[src/phl_pkg.sv]
// Shared constants and types for the link pulse and MII latency block
package phl_pkg;
   // Reference clock
   localparam int CLK_PERIOD_NS = 40;
   // Fast link pulse timing
   localparam int FLP_WIDTH_NS = 100;
   localparam int FLP_WIDTH_CYC = (FLP_WIDTH_NS + CLK_PERIOD_NS - 1) / CLK_PERIOD_NS;
   localparam int FLP_CLK_SPACING_NS = 125000;
   localparam int FLP_CLK_SPACING_CYC = FLP_CLK_SPACING_NS / CLK_PERIOD_NS;
   localparam int FLP_DATA_OFS_PS = 62500000;
   localparam int FLP_DATA_OFS_CYC = (FLP_DATA_OFS_PS / 1000 + CLK_PERIOD_NS - 1) / CLK_PERIOD_NS;
   localparam int FLP_DATA_BITS = 16;
   localparam int FLP_MIN_PULSES = 17;
   localparam int FLP_MAX_PULSES = 33;
   localparam int BURST_PERIOD_NS = 16000000;
   localparam int BURST_PERIOD_CYC_DEF = BURST_PERIOD_NS / CLK_PERIOD_NS;
   // MII receive clock periods
   localparam int RX_PERIOD_100_NS = 40;
   localparam int RX_PERIOD_10_NS = 400;
   localparam int RX_DIV_100 = RX_PERIOD_100_NS / CLK_PERIOD_NS;
   localparam int RX_DIV_10 = RX_PERIOD_10_NS / CLK_PERIOD_NS;
   // Transmit latency from sampled enable to line
   localparam int TX_LAT_100_NS = 60;
   localparam int TX_LAT_10_NS = 400;
   localparam int TX_LAT_100_CYC = (TX_LAT_100_NS + CLK_PERIOD_NS - 1) / CLK_PERIOD_NS;
   localparam int TX_LAT_10_CYC = TX_LAT_10_NS / CLK_PERIOD_NS;
   // Nibble width
   localparam int NIB_W = 4;
   // Link pulse sequencer states
   typedef enum logic [2:0] {
      LP_WAIT = 3'b001,
      LP_BURST = 3'b010,
      LP_NLP = 3'b100
   } phl_lp_state_type;
endpackage

[src/phl_buf_if.sv]
// Valid/ready carrier between the receive path and its buffer
`timescale 1ns/1ps
interface phl_buf_if #(
   parameter int W = 4
);
   logic in_valid;
   logic in_ready;
   logic [W-1:0] in_data;
   logic out_valid;
   logic out_ready;
   logic [W-1:0] out_data;
   modport src (
      output in_valid,
      output in_data,
      input in_ready,
      input out_valid,
      input out_data,
      output out_ready
   );
   modport fifo (
      input in_valid,
      input in_data,
      output in_ready,
      output out_valid,
      output out_data,
      input out_ready
   );
endinterface

[src/phl_buf.sv]
// Small register buffer with valid/ready on both sides
`timescale 1ns/1ps
module phl_buf #(
   parameter int W = 4,
   parameter int DEPTH = 2
) (
   // Clock and control
   input wire logic clock,
   input wire logic resetn,
   input wire logic clk_en,
   // Data path
   phl_buf_if.fifo bi
);
   localparam int AW = (DEPTH > 1) ? $clog2(DEPTH) : 1;
   localparam int CW = $clog2(DEPTH + 1);
   localparam logic [AW-1:0] PTR_LAST = AW'(DEPTH - 1);
   localparam logic [CW-1:0] CNT_FULL = CW'(DEPTH);

   typedef struct packed {
      logic [DEPTH-1:0][W-1:0] mem;
      logic [AW-1:0] wp;
      logic [AW-1:0] rp;
      logic [CW-1:0] cnt;
   } phl_buf_state_type;

   phl_buf_state_type s_r;
   phl_buf_state_type s_nxt;
   logic push;
   logic pop;

   assign bi.in_ready = (s_r.cnt != CNT_FULL);
   assign bi.out_valid = (s_r.cnt != '0);
   assign bi.out_data = s_r.mem[s_r.rp];
   assign push = bi.in_valid && bi.in_ready;
   assign pop = bi.out_valid && bi.out_ready;

   always_comb begin
      s_nxt = s_r;
      if (push) begin
         s_nxt.mem[s_r.wp] = bi.in_data;
         s_nxt.wp = (s_r.wp == PTR_LAST) ? '0 : s_r.wp + 1'b1;
      end
      if (pop) begin
         s_nxt.rp = (s_r.rp == PTR_LAST) ? '0 : s_r.rp + 1'b1;
      end
      if (push && !pop) begin
         s_nxt.cnt = s_r.cnt + 1'b1;
      end else if (pop && !push) begin
         s_nxt.cnt = s_r.cnt - 1'b1;
      end
   end

   always_ff @(posedge clock) begin
      if (!resetn) begin
         s_r <= '0;
      end else if (clk_en) begin
         s_r <= s_nxt;
      end
   end
endmodule

[src/phl_top.sv]
// Link pulse generator and MII carrier, receive and transmit latency logic
//
// Contract
// - Clock pulses of a fast link pulse burst are 125 us apart and each is about 100 ns wide.
// - A one bit of the link code word puts a data pulse 62.5 us after its clock pulse.
// - A burst holds 17 to 33 pulses and lasts about 2 ms.
// - Bursts repeat every 16 ms nominally, within 8 to 24 ms.
// - The receive clock toward the MAC has a 40 ns period at 100 Mbit/s and 400 ns at 10 Mbit/s.
// - Carrier sense rises within 250 ns (100M) or 3.5 us (10M) after a received frame starts.
// - Receive data valid is shown at a sampling edge within 300 ns (100M) or 4 us (10M) of frame start.
// - Receive data valid drops at a sampling edge within 200 ns (100M) or 1 us (10M) after frame end.
// - Carrier sense drops within 300 ns (100M) or 1 us (10M) after a received frame ends.
// - Carrier sense rises within 40 ns (100M) or 4 us (10M) of transmit enable sampled high.
// - Carrier sense drops within 160 ns (100M) or about 1 us (10M) of transmit enable sampled low.
// - Transmit data reaches the line 60 to 140 ns (100M) or about 400 ns (10M) after enable is sampled.
// - The line frame ends within 170 ns (100M) or 500 ns (10M) after enable is sampled low.
// - At 10 Mbit/s without negotiation single 100 ns link pulses repeat every 8 to 24 ms.
`timescale 1ns/1ps
module phl_top #(
   parameter int BURST_PERIOD_CYC = phl_pkg::BURST_PERIOD_CYC_DEF
) (
   // Clock, reset, enable
   input wire logic clock,
   input wire logic resetn,
   input wire logic clk_en,
   // Configuration
   input wire logic speed_100_pin,
   input wire logic an_enable,
   input wire logic [15:0] link_code_word,
   // Line receive side
   input wire logic line_clk,
   input wire logic line_frame,
   input wire logic [3:0] line_data,
   // MAC transmit side
   input wire logic tx_en,
   input wire logic [3:0] txd,
   // Line outputs
   output logic link_pulse,
   output logic tx_line_en,
   output logic [3:0] tx_line_d,
   // MAC receive side
   output logic crs,
   output logic rx_clk_stb,
   output logic rx_dv,
   output logic [3:0] rxd
);
   localparam int NW = phl_pkg::NIB_W;
   localparam int PW = $clog2(BURST_PERIOD_CYC + 1);
   localparam int TXD = phl_pkg::TX_LAT_10_CYC;
   localparam logic [PW-1:0] PER_LAST = PW'(BURST_PERIOD_CYC - 1);
   localparam logic [11:0] TMR_CLK_LAST = 12'(phl_pkg::FLP_CLK_SPACING_CYC - 1);
   localparam logic [11:0] TMR_PW = 12'(phl_pkg::FLP_WIDTH_CYC);
   localparam logic [11:0] TMR_DOFS = 12'(phl_pkg::FLP_DATA_OFS_CYC);
   localparam logic [4:0] SLOT_LAST = 5'(phl_pkg::FLP_DATA_BITS);
   localparam logic [3:0] RX_RELOAD_100 = 4'(phl_pkg::RX_DIV_100 - 1);
   localparam logic [3:0] RX_RELOAD_10 = 4'(phl_pkg::RX_DIV_10 - 1);
   // Shift stage and output register each add a cycle to the tap
   localparam logic [3:0] TAP_100 = 4'(phl_pkg::TX_LAT_100_CYC - 2);
   localparam logic [3:0] TAP_10 = 4'(phl_pkg::TX_LAT_10_CYC - 2);

   typedef struct packed {
      logic spd_meta;
      logic spd_s;
      logic lclk_meta;
      logic lclk_s;
      logic lclk_d;
      logic lfrm_meta;
      logic lfrm_s;
      logic [NW-1:0] ldat_meta;
      logic [NW-1:0] ldat_s;
      logic txen_meta;
      logic txen_s;
      logic [NW-1:0] txd_meta;
      logic [NW-1:0] txd_s;
      logic [TXD-1:0][NW:0] txsh;
      phl_pkg::phl_lp_state_type phase;
      logic [PW-1:0] per_cnt;
      logic [4:0] slot;
      logic [11:0] tmr;
      logic lp_r;
      logic crs_r;
      logic [3:0] rx_div;
      logic rx_stb_r;
      logic rxdv_r;
      logic [NW-1:0] rxd_r;
      logic tx_en_r;
      logic [NW-1:0] tx_d_r;
      logic cap_vld;
      logic [NW-1:0] cap_d;
   } phl_state_type;

   phl_state_type s_r;
   phl_state_type s_nxt;
   logic lrise;
   logic rx_tick;
   logic data_bit;
   logic [3:0] tap;

   phl_buf_if #(.W(NW)) bi ();

   phl_buf #(
      .W(NW),
      .DEPTH(2)
   ) u_buf (
      .clock(clock),
      .resetn(resetn),
      .clk_en(clk_en),
      .bi(bi)
   );

   assign lrise = s_r.lclk_s && !s_r.lclk_d;
   assign rx_tick = (s_r.rx_div == 4'h0);
   assign data_bit = (s_r.slot < SLOT_LAST) ? link_code_word[s_r.slot[3:0]] : 1'b0;
   assign tap = s_r.spd_s ? TAP_100 : TAP_10;
   assign bi.in_valid = s_r.cap_vld;
   assign bi.in_data = s_r.cap_d;
   assign bi.out_ready = rx_tick;

   always_comb begin
      s_nxt = s_r;
      // Two-flop synchronisers for the speed, line and transmit inputs; an_enable and link_code_word are used directly
      s_nxt.spd_meta = speed_100_pin;
      s_nxt.spd_s = s_r.spd_meta;
      s_nxt.lclk_meta = line_clk;
      s_nxt.lclk_s = s_r.lclk_meta;
      s_nxt.lclk_d = s_r.lclk_s;
      s_nxt.lfrm_meta = line_frame;
      s_nxt.lfrm_s = s_r.lfrm_meta;
      s_nxt.ldat_meta = line_data;
      s_nxt.ldat_s = s_r.ldat_meta;
      s_nxt.txen_meta = tx_en;
      s_nxt.txen_s = s_r.txen_meta;
      s_nxt.txd_meta = txd;
      s_nxt.txd_s = s_r.txd_meta;

      s_nxt.per_cnt = (s_r.per_cnt == PER_LAST) ? '0 : s_r.per_cnt + 1'b1;
      s_nxt.lp_r = 1'b0;
      unique case (s_r.phase)
         phl_pkg::LP_WAIT: begin
            if (s_r.per_cnt == PER_LAST) begin
               s_nxt.tmr = '0;
               s_nxt.slot = '0;
               if (an_enable) begin
                  s_nxt.phase = phl_pkg::LP_BURST;
               end else if (!s_r.spd_s) begin
                  s_nxt.phase = phl_pkg::LP_NLP;
               end
            end
         end
         phl_pkg::LP_BURST: begin
            s_nxt.lp_r = (s_r.tmr < TMR_PW);
            if (data_bit && s_r.tmr >= TMR_DOFS && s_r.tmr < TMR_DOFS + TMR_PW) begin
               s_nxt.lp_r = 1'b1;
            end
            s_nxt.tmr = s_r.tmr + 1'b1;
            // seventeen clock slots end the burst
            if (s_r.slot == SLOT_LAST && s_r.tmr == TMR_PW - 1'b1) begin
               s_nxt.phase = phl_pkg::LP_WAIT;
            end else if (s_r.tmr == TMR_CLK_LAST) begin
               s_nxt.tmr = '0;
               s_nxt.slot = s_r.slot + 1'b1;
            end
         end
         phl_pkg::LP_NLP: begin
            s_nxt.lp_r = 1'b1;
            s_nxt.tmr = s_r.tmr + 1'b1;
            if (s_r.tmr == TMR_PW - 1'b1) begin
               s_nxt.phase = phl_pkg::LP_WAIT;
            end
         end
         default: begin
            s_nxt.phase = phl_pkg::LP_WAIT;
         end
      endcase

      // carrier from line frame or transmit enable
      s_nxt.crs_r = s_r.lfrm_s || s_r.txen_s;

      s_nxt.txsh = {s_r.txsh[TXD-2:0], {s_r.txen_s, s_r.txd_s}};
      s_nxt.tx_en_r = s_r.txsh[tap][NW];
      s_nxt.tx_d_r = s_r.txsh[tap][NW-1:0];

      // Capture a line nibble; a full buffer stalls the capture stage
      if (bi.in_ready) begin
         s_nxt.cap_vld = 1'b0;
      end
      if (lrise && s_r.lfrm_s && !(s_r.cap_vld && !bi.in_ready)) begin
         s_nxt.cap_vld = 1'b1;
         s_nxt.cap_d = s_r.ldat_s;
      end

      // receive clock edges from the reference clock
      s_nxt.rx_stb_r = rx_tick;
      if (rx_tick) begin
         s_nxt.rx_div = s_r.spd_s ? RX_RELOAD_100 : RX_RELOAD_10;
         s_nxt.rxdv_r = bi.out_valid || s_r.lfrm_s;
         if (bi.out_valid) begin
            s_nxt.rxd_r = bi.out_data;
         end else if (!s_r.lfrm_s) begin
            s_nxt.rxd_r = '0;
         end
      end else begin
         s_nxt.rx_div = s_r.rx_div - 1'b1;
      end
   end

   always_ff @(posedge clock) begin
      if (!resetn) begin
         s_r <= '0;
         s_r.phase <= phl_pkg::LP_WAIT;
      end else if (clk_en) begin
         s_r <= s_nxt;
      end
   end

   assign link_pulse = s_r.lp_r;
   assign tx_line_en = s_r.tx_en_r;
   assign tx_line_d = s_r.tx_d_r;
   assign crs = s_r.crs_r;
   assign rx_clk_stb = s_r.rx_stb_r;
   assign rx_dv = s_r.rxdv_r;
   assign rxd = s_r.rxd_r;

   // Pulses counted in the current burst, for checking only
   logic [5:0] pcnt;
   logic lp_q;
   logic in_burst;
   assign in_burst = (s_r.phase == phl_pkg::LP_BURST);
   always_ff @(posedge clock) begin
      if (!resetn) begin
         pcnt <= '0;
         lp_q <= 1'b0;
      end else if (clk_en) begin
         lp_q <= s_r.lp_r;
         if (s_nxt.phase == phl_pkg::LP_BURST && !in_burst) begin
            pcnt <= '0;
         end else if (s_r.lp_r && !lp_q) begin
            pcnt <= pcnt + 1'b1;
         end
      end
   end
endmodule

[config.mk]
export PLATFORM = sky130hd
export DESIGN_NAME = phl_top
export DESIGN_NICKNAME = d
export VERILOG_FILES = /design/src/phl_pkg.sv /design/src/phl_buf_if.sv /design/src/phl_buf.sv /design/src/phl_top.sv
export SDC_FILE = /design/constraint.sdc
export NUM_CORES = 1
export LEC_CHECK = 0
export BUFFER_PORTS_ARGS = -buffer_cell sky130_fd_sc_hd__buf_2
export CORE_MARGIN = 5
export CORE_UTILIZATION = 40
export DETAILED_ROUTE_END_ITERATION = 6
export HOLD_SLACK_MARGIN = 0.12
export PLACE_DENSITY = 0.69
export RECOVER_POWER = 100
export SLEW_MARGIN = 40
export SYNTH_ARGS = -nofsm -noshare
export SYNTH_HDL_FRONTEND = slang
export SYNTH_HIERARCHICAL = 1
export SYNTH_SLANG_ARGS = --single-unit
[constraint.sdc]
create_clock -name clock -period 2.8 [get_ports clock]
set_input_delay 0.14 -clock clock [delete_from_list [all_inputs] [get_ports clock]]
set_output_delay 0.14 -clock clock [all_outputs]
set_load 0.01 [all_outputs]
# After elaboration in Yosys (flattened, before gate mapping)
# Index checks and enable logic that the tools add are counted.
dict set report classes {
  addsub 8
  n_mul 0
  n_div 0
  order_cmp 9
  eq_ne 15
  n_shift 0
  n_mux 35
  bitwise 0
  reduce_logical 35
}
# op n
set op_table {}
lappend op_table {{two-way mux 17 bit} 3}
lappend op_table {{case mux 12 bit (3 select lines)} 1}
lappend op_table {{two-way mux 4 bit} 8}
lappend op_table {{binary-select mux 5 bit (select 4 bit)} 1}
lappend op_table {{adder 19 x 1 -> 19 bit, second input constant} 1}
lappend op_table {{== test 19 bit, second input constant} 1}
lappend op_table {{two-way mux 19 bit} 1}
lappend op_table {{two-way mux 3 bit} 5}
lappend op_table {{adder 12 x 1 -> 12 bit, second input constant} 1}
lappend op_table {{== test 12 bit, second input constant} 1}
lappend op_table {{== test 12 x 2 -> 1 bit, second input constant} 1}
lappend op_table {{greater-or-equal comparator 12 x 11 -> 1 bit, second input constant} 1}
lappend op_table {{logical AND 1 bit} 12}
lappend op_table {{< comparator 12 x 11 -> 1 bit, second input constant} 1}
lappend op_table {{< comparator 12 x 2 -> 1 bit, second input constant} 1}
lappend op_table {{AND reduction 2 bit} 6}
lappend op_table {{< comparator 4 x 5 -> 1 bit, second input constant} 2}
lappend op_table {{two-way mux 5 bit} 2}
lappend op_table {{case mux 5 bit (2 select lines)} 1}
lappend op_table {{AND reduction 5 bit} 2}
lappend op_table {{case mux 3 bit (3 select lines)} 1}
lappend op_table {{bitwise mux 8 bit} 1}
lappend op_table {{inequality test 2 bit, second input constant} 4}
lappend op_table {{nonzero test 2 bit} 4}
lappend op_table {{other kinds (24)} 40}
dict set report totals {
  register_bits 148
  latchBits 0
  ram_bits 0
  rom_bits 0
  out_inout_bits 13
  n_memories 0
}

# Depth between registers and ports, before layout
dict set report depth {
  ltp_word 7
  ltp_mapped 8
  ltp_nobuf 7
}

# Cells and area by module
# Netlist, hierarchy kept.
# module instances cells_per_inst area_per_inst_um2 seq_area_each_um2
set by_module_without_submodules {}
lappend by_module_without_submodules {phl_top 1 589 5596.6 2622.5}
lappend by_module_without_submodules {phl_buf 1 59 588.1 240.2}

# Worst setup path before layout
# No wires, ideal clock.
dict set report synth_path {
  kind {register to register}
  from {register s_r[49] in the netlist's numbering}
  to {register s_r[58] in the netlist's numbering}
  setup_ns 0.121
  t_arrival_ns 2.066
  t_required_ns 2.679
  setup_slack_ns 0.612
  stages_incl_launch_ff 6
  synth_period_minus_slack_ns 2.188
  path_cell_list {dfxtp_1 -> or4_4 -> or3_4 -> o22ai_2 -> and3_4 -> mux2_4}
}
dict set report synth_between {
  elab_chain_cells 3
}
# item line_no
set synth_lines {}
lappend synth_lines {{start, declared} phl_top.sv:92} ;# phl_state_type s_r;
lappend synth_lines {{start signal, assigned} phl_top.sv:212} ;# s_r <= s_nxt;
lappend synth_lines {{== test 19 bit} phl_top.sv:140} ;# if (s_r.per_cnt == PER_LAST) begin
lappend synth_lines {{inequality test 2 bit (no line)} -}
lappend synth_lines {{AND reduction 5 bit (no line)} -}
# No other way between the ends.
# A chain may end at the register's enable or synchronous reset.

# Final worst setup path
dict set report layout_path {
  from {register s_r[49] in the netlist's numbering}
  to {register s_r[30] in the netlist's numbering}
}
dict set report layout_between {
  elab_chain_cells 3
}
# item line_no
set layout_lines {}
lappend layout_lines {{== test 19 bit} phl_top.sv:140}
lappend layout_lines {{inequality test 2 bit (no line)} -}
lappend layout_lines {{AND reduction 3 bit (no line)} -}
# No other way between the ends.

==> summary.txt <==
Run status
  – Status: complete, but fails checks
  – Failing checks: capacitance limit

Timing
  – Clock period minus worst slack: 2.51 ns
  – RSZ-0062 raised after global routing: false
  – Final setup fails: 0
  – Pins Over Slew Limit: 0
  – Setup TNS: 0 ns
  – Final Hold Fails: 0
  – Setup ws final: 0.294 ns
  – Max Freq: 399 MHz
  – Clock skew: 0.00540 ns
  – Max_slew headroom: 0.499%
  – Slew @ Worst Pin: 1.49 ns
  – Final period util: 89.5%

Floorplanning
  – Die Height: 134 microns
  – Starting Density: 40.7%
  – # IOs: 45
  – Std-Cell Rows: 45
  – Die extent in x: 134 microns
  – Die ar.: 18000 sq um
  – Core Footprint: 15200 sq um

Global route
  – Total GRT Usage: 13.8%
  – Global-route wire length before repair: 20700 microns
  – Gr busiest metal: met2
  – Grt total ovfl: 0
  – Met2 Track Usage GR: 22.4%
  – Grt met1 use: 18.1%
  – Vias in the first global route: 4442
  – Global routing usage on met3: 3.49%
  – Largest net degree at the start of global routing: 66
  – Initial antenna violation count: 0

Drt
  – 1st-pass router iterations: 4
  – DRT antenna net count: 0
  – Iteration-0 DRC Markers: 283
  – Drt wl/cell: 13.5 microns
  – Vias/cell: 5.17
  – DR DRC count: 0
  – DRT Wirelength: 12000 microns
  – Vias: 4631

Worst setup path
  – CP Data Required Time: 3.14 ns
  – CP startpoint kind: flop
  – CP arrival: 2.84 ns
  – CP Capture Type: flop
  – Worst Path Max Fanout: 13
  – Setup CP Type: reg -> reg

Synth
  – Synth area leaders: dfxtp_1, mux2i_1, nor2_1
  – Post-synthesis sequential area ratio: 46.3%
  – Post-synth EDFFs: 0
  – Yosys top cell by area: dfxtp_1
  – Top-area cell type share of the netlist area: 46.3%
  – FFs w/ async S/R, synth: 0%
  – Main flop type after synthesis: dfxtp_1
  – Most frequent cell after synthesis: dfxtp_1
  – Synth Instances: 648
  – Synth warn: 6
  – Yosys reg bits: 143
  – Post-Syn Area: 6180 sq um
  – Post-synth net total: 687
  – Synthesized area per cell: 9.54 sq um
  – Synth unique cells: 64
  – Post-synth top cells: dfxtp_1, nor2_1, mux2i_1, nand2_1, clkbuf_1

Layout
  – Area grow syn2layout: 15.5%
  – Diode count: 0
  – Share of layout cells above drive strength 1: 11.7%
  – Fill cells: 1443
  – Nets: 733

Clock tree
  – H-tree levels: 4
  – Root Driver: clkbuf_16
  – Reg clk slew, reported paths: 0.06 ns
  – Total CTS buffers: 17
  – Clk_lat worst skew: 0.41 ns
  – CTS sink count: 143
  – TritonCTS clock tree: built
  – Clk buf depth: 2

Place
  – Dpl hpwl: 7800 microns
  – Port Buffer Count: 44
  – GPL Wtd Cong: 0.830
  – Placement Setup Slack: 0.442 ns

Pwr
  – Pleak: 0.00284 uW
  – PwrDens: 636 nW/um^2
  – Peak VDD IR: 0.489 mV

Job
  – Max cap viols: 1

Worst hold path
  – Worst Hold Class: in -> reg
state kept, by name (all words and copies together), names as in the netlist:
signal	count
u_buf/s_r	12
rx_dv	1
s_r	50
bi.in_valid	1
tx_line_d	4
rx_clk_stb	1
tx_line_en	1
link_pulse	1
s_nxt	63
bi.in_data	4
crs	1
rxd	4
through the flow:
stage                     hold slack, ns  util (%)  cells  power (uW)  area [sq um]
after floorplan                    0.287         -    648        2350          6180
after global placement             0.374      42.9    849        2420          6520
after detailed placement           0.382      42.9    849        2430          6520
after CTS                          0.228      47.5    895        4600          7230
after global routing               0.243      47.0    895        4710          7150
final                              0.238      47.0    895        4540          7150
critical path: stages, from the launching register on:
cell and delay, ns:
dfxtp_1 0.32, or4_1 0.55, o32ai_1 0.39, nand3_1 0.44, or4_1 0.59, a21oi_1 0.14
worst paths after layout:
| check | from | slack (ns) | endpoint | cells past startpoint |
|---|---|---|---|---|
| worst max-delay path | s_r[49] | 0.29 | s_r[30] | 5 |
| worst min-delay path | resetn | 0.24 | u_buf/s_r[3] | 3 |
| worst max register to register | s_r[49] | 0.29 | s_r[30] | 5 |
| worst min register to register | u_buf/s_r[11] | 0.46 | u_buf/s_r[11] | 2 |
routing by layer:
| layer | wire length (microns) | vias up |
|---|---|---|
| li1 | - | 2366 |
| met1 | 5880 | 2181 |
| met2 | 5600 | 72 |
| met3 | 413 | 12 |
| met4 | 142 | 0 |
| met5 | 0 | - |
kinds of logic (layout without fill, tap and decap cells):
group,after synthesis,count (layout),synth area share (%)
AND/OR/NAND/NOR,247,247,19.4
AO/OA/AOI/OAI,69,69,7.69
flip-flops,143,143,46.3
buffers and inverters,58,117,4.43
XOR/XNOR,23,23,3.26
adder cells (fa/ha/maj),7,7,1.42
multiplexers,101,101,17.5
report_power, final:
part / switching (uW) / internal (uW)
Clock: 975 / 1180
Combinational: 160 / 124
Sequential: 30.8 / 2070
Total: 1170 / 3380
final cells by class:
| type | count | area (sq um) | area share [%] |
|---|---|---|---|
| Clock inverter | 15 | 143 | 2.00 |
| Multi-Input combinational cell | 447 | 3000 | 41.9 |
| Clock buffer | 17 | 425 | 5.95 |
| Sequential cell | 143 | 2860 | 40.1 |
| Timing Repair Buffer | 68 | 420 | 5.88 |
| Inverter | 17 | 63.8 | 0.893 |
| Tap cell | 188 | 235 | 3.29 |
placed cells by master, fill, tap and decap left out, drive strengths merged, types with 8 or more instances in the layout:
master	instances
clkbuf	34
dfxtp	143
nand2	33
nand4	14
buf	37
or3	9
xor2	15
nor2	121
nand3	19
xnor2	8
nand2b	9
and2	8
o21ai	14
inv	26
a21oi	19
mux2i	91
dlygate4sd3	14
what timing repair did:
action                    4_1_cts  5_1_grt
hold endpoints to repair       15        0
gates resized for setup         0        0
setup buffers                   0        0
hold buffers                   14        0
Power figures use the tool's default switching activity.
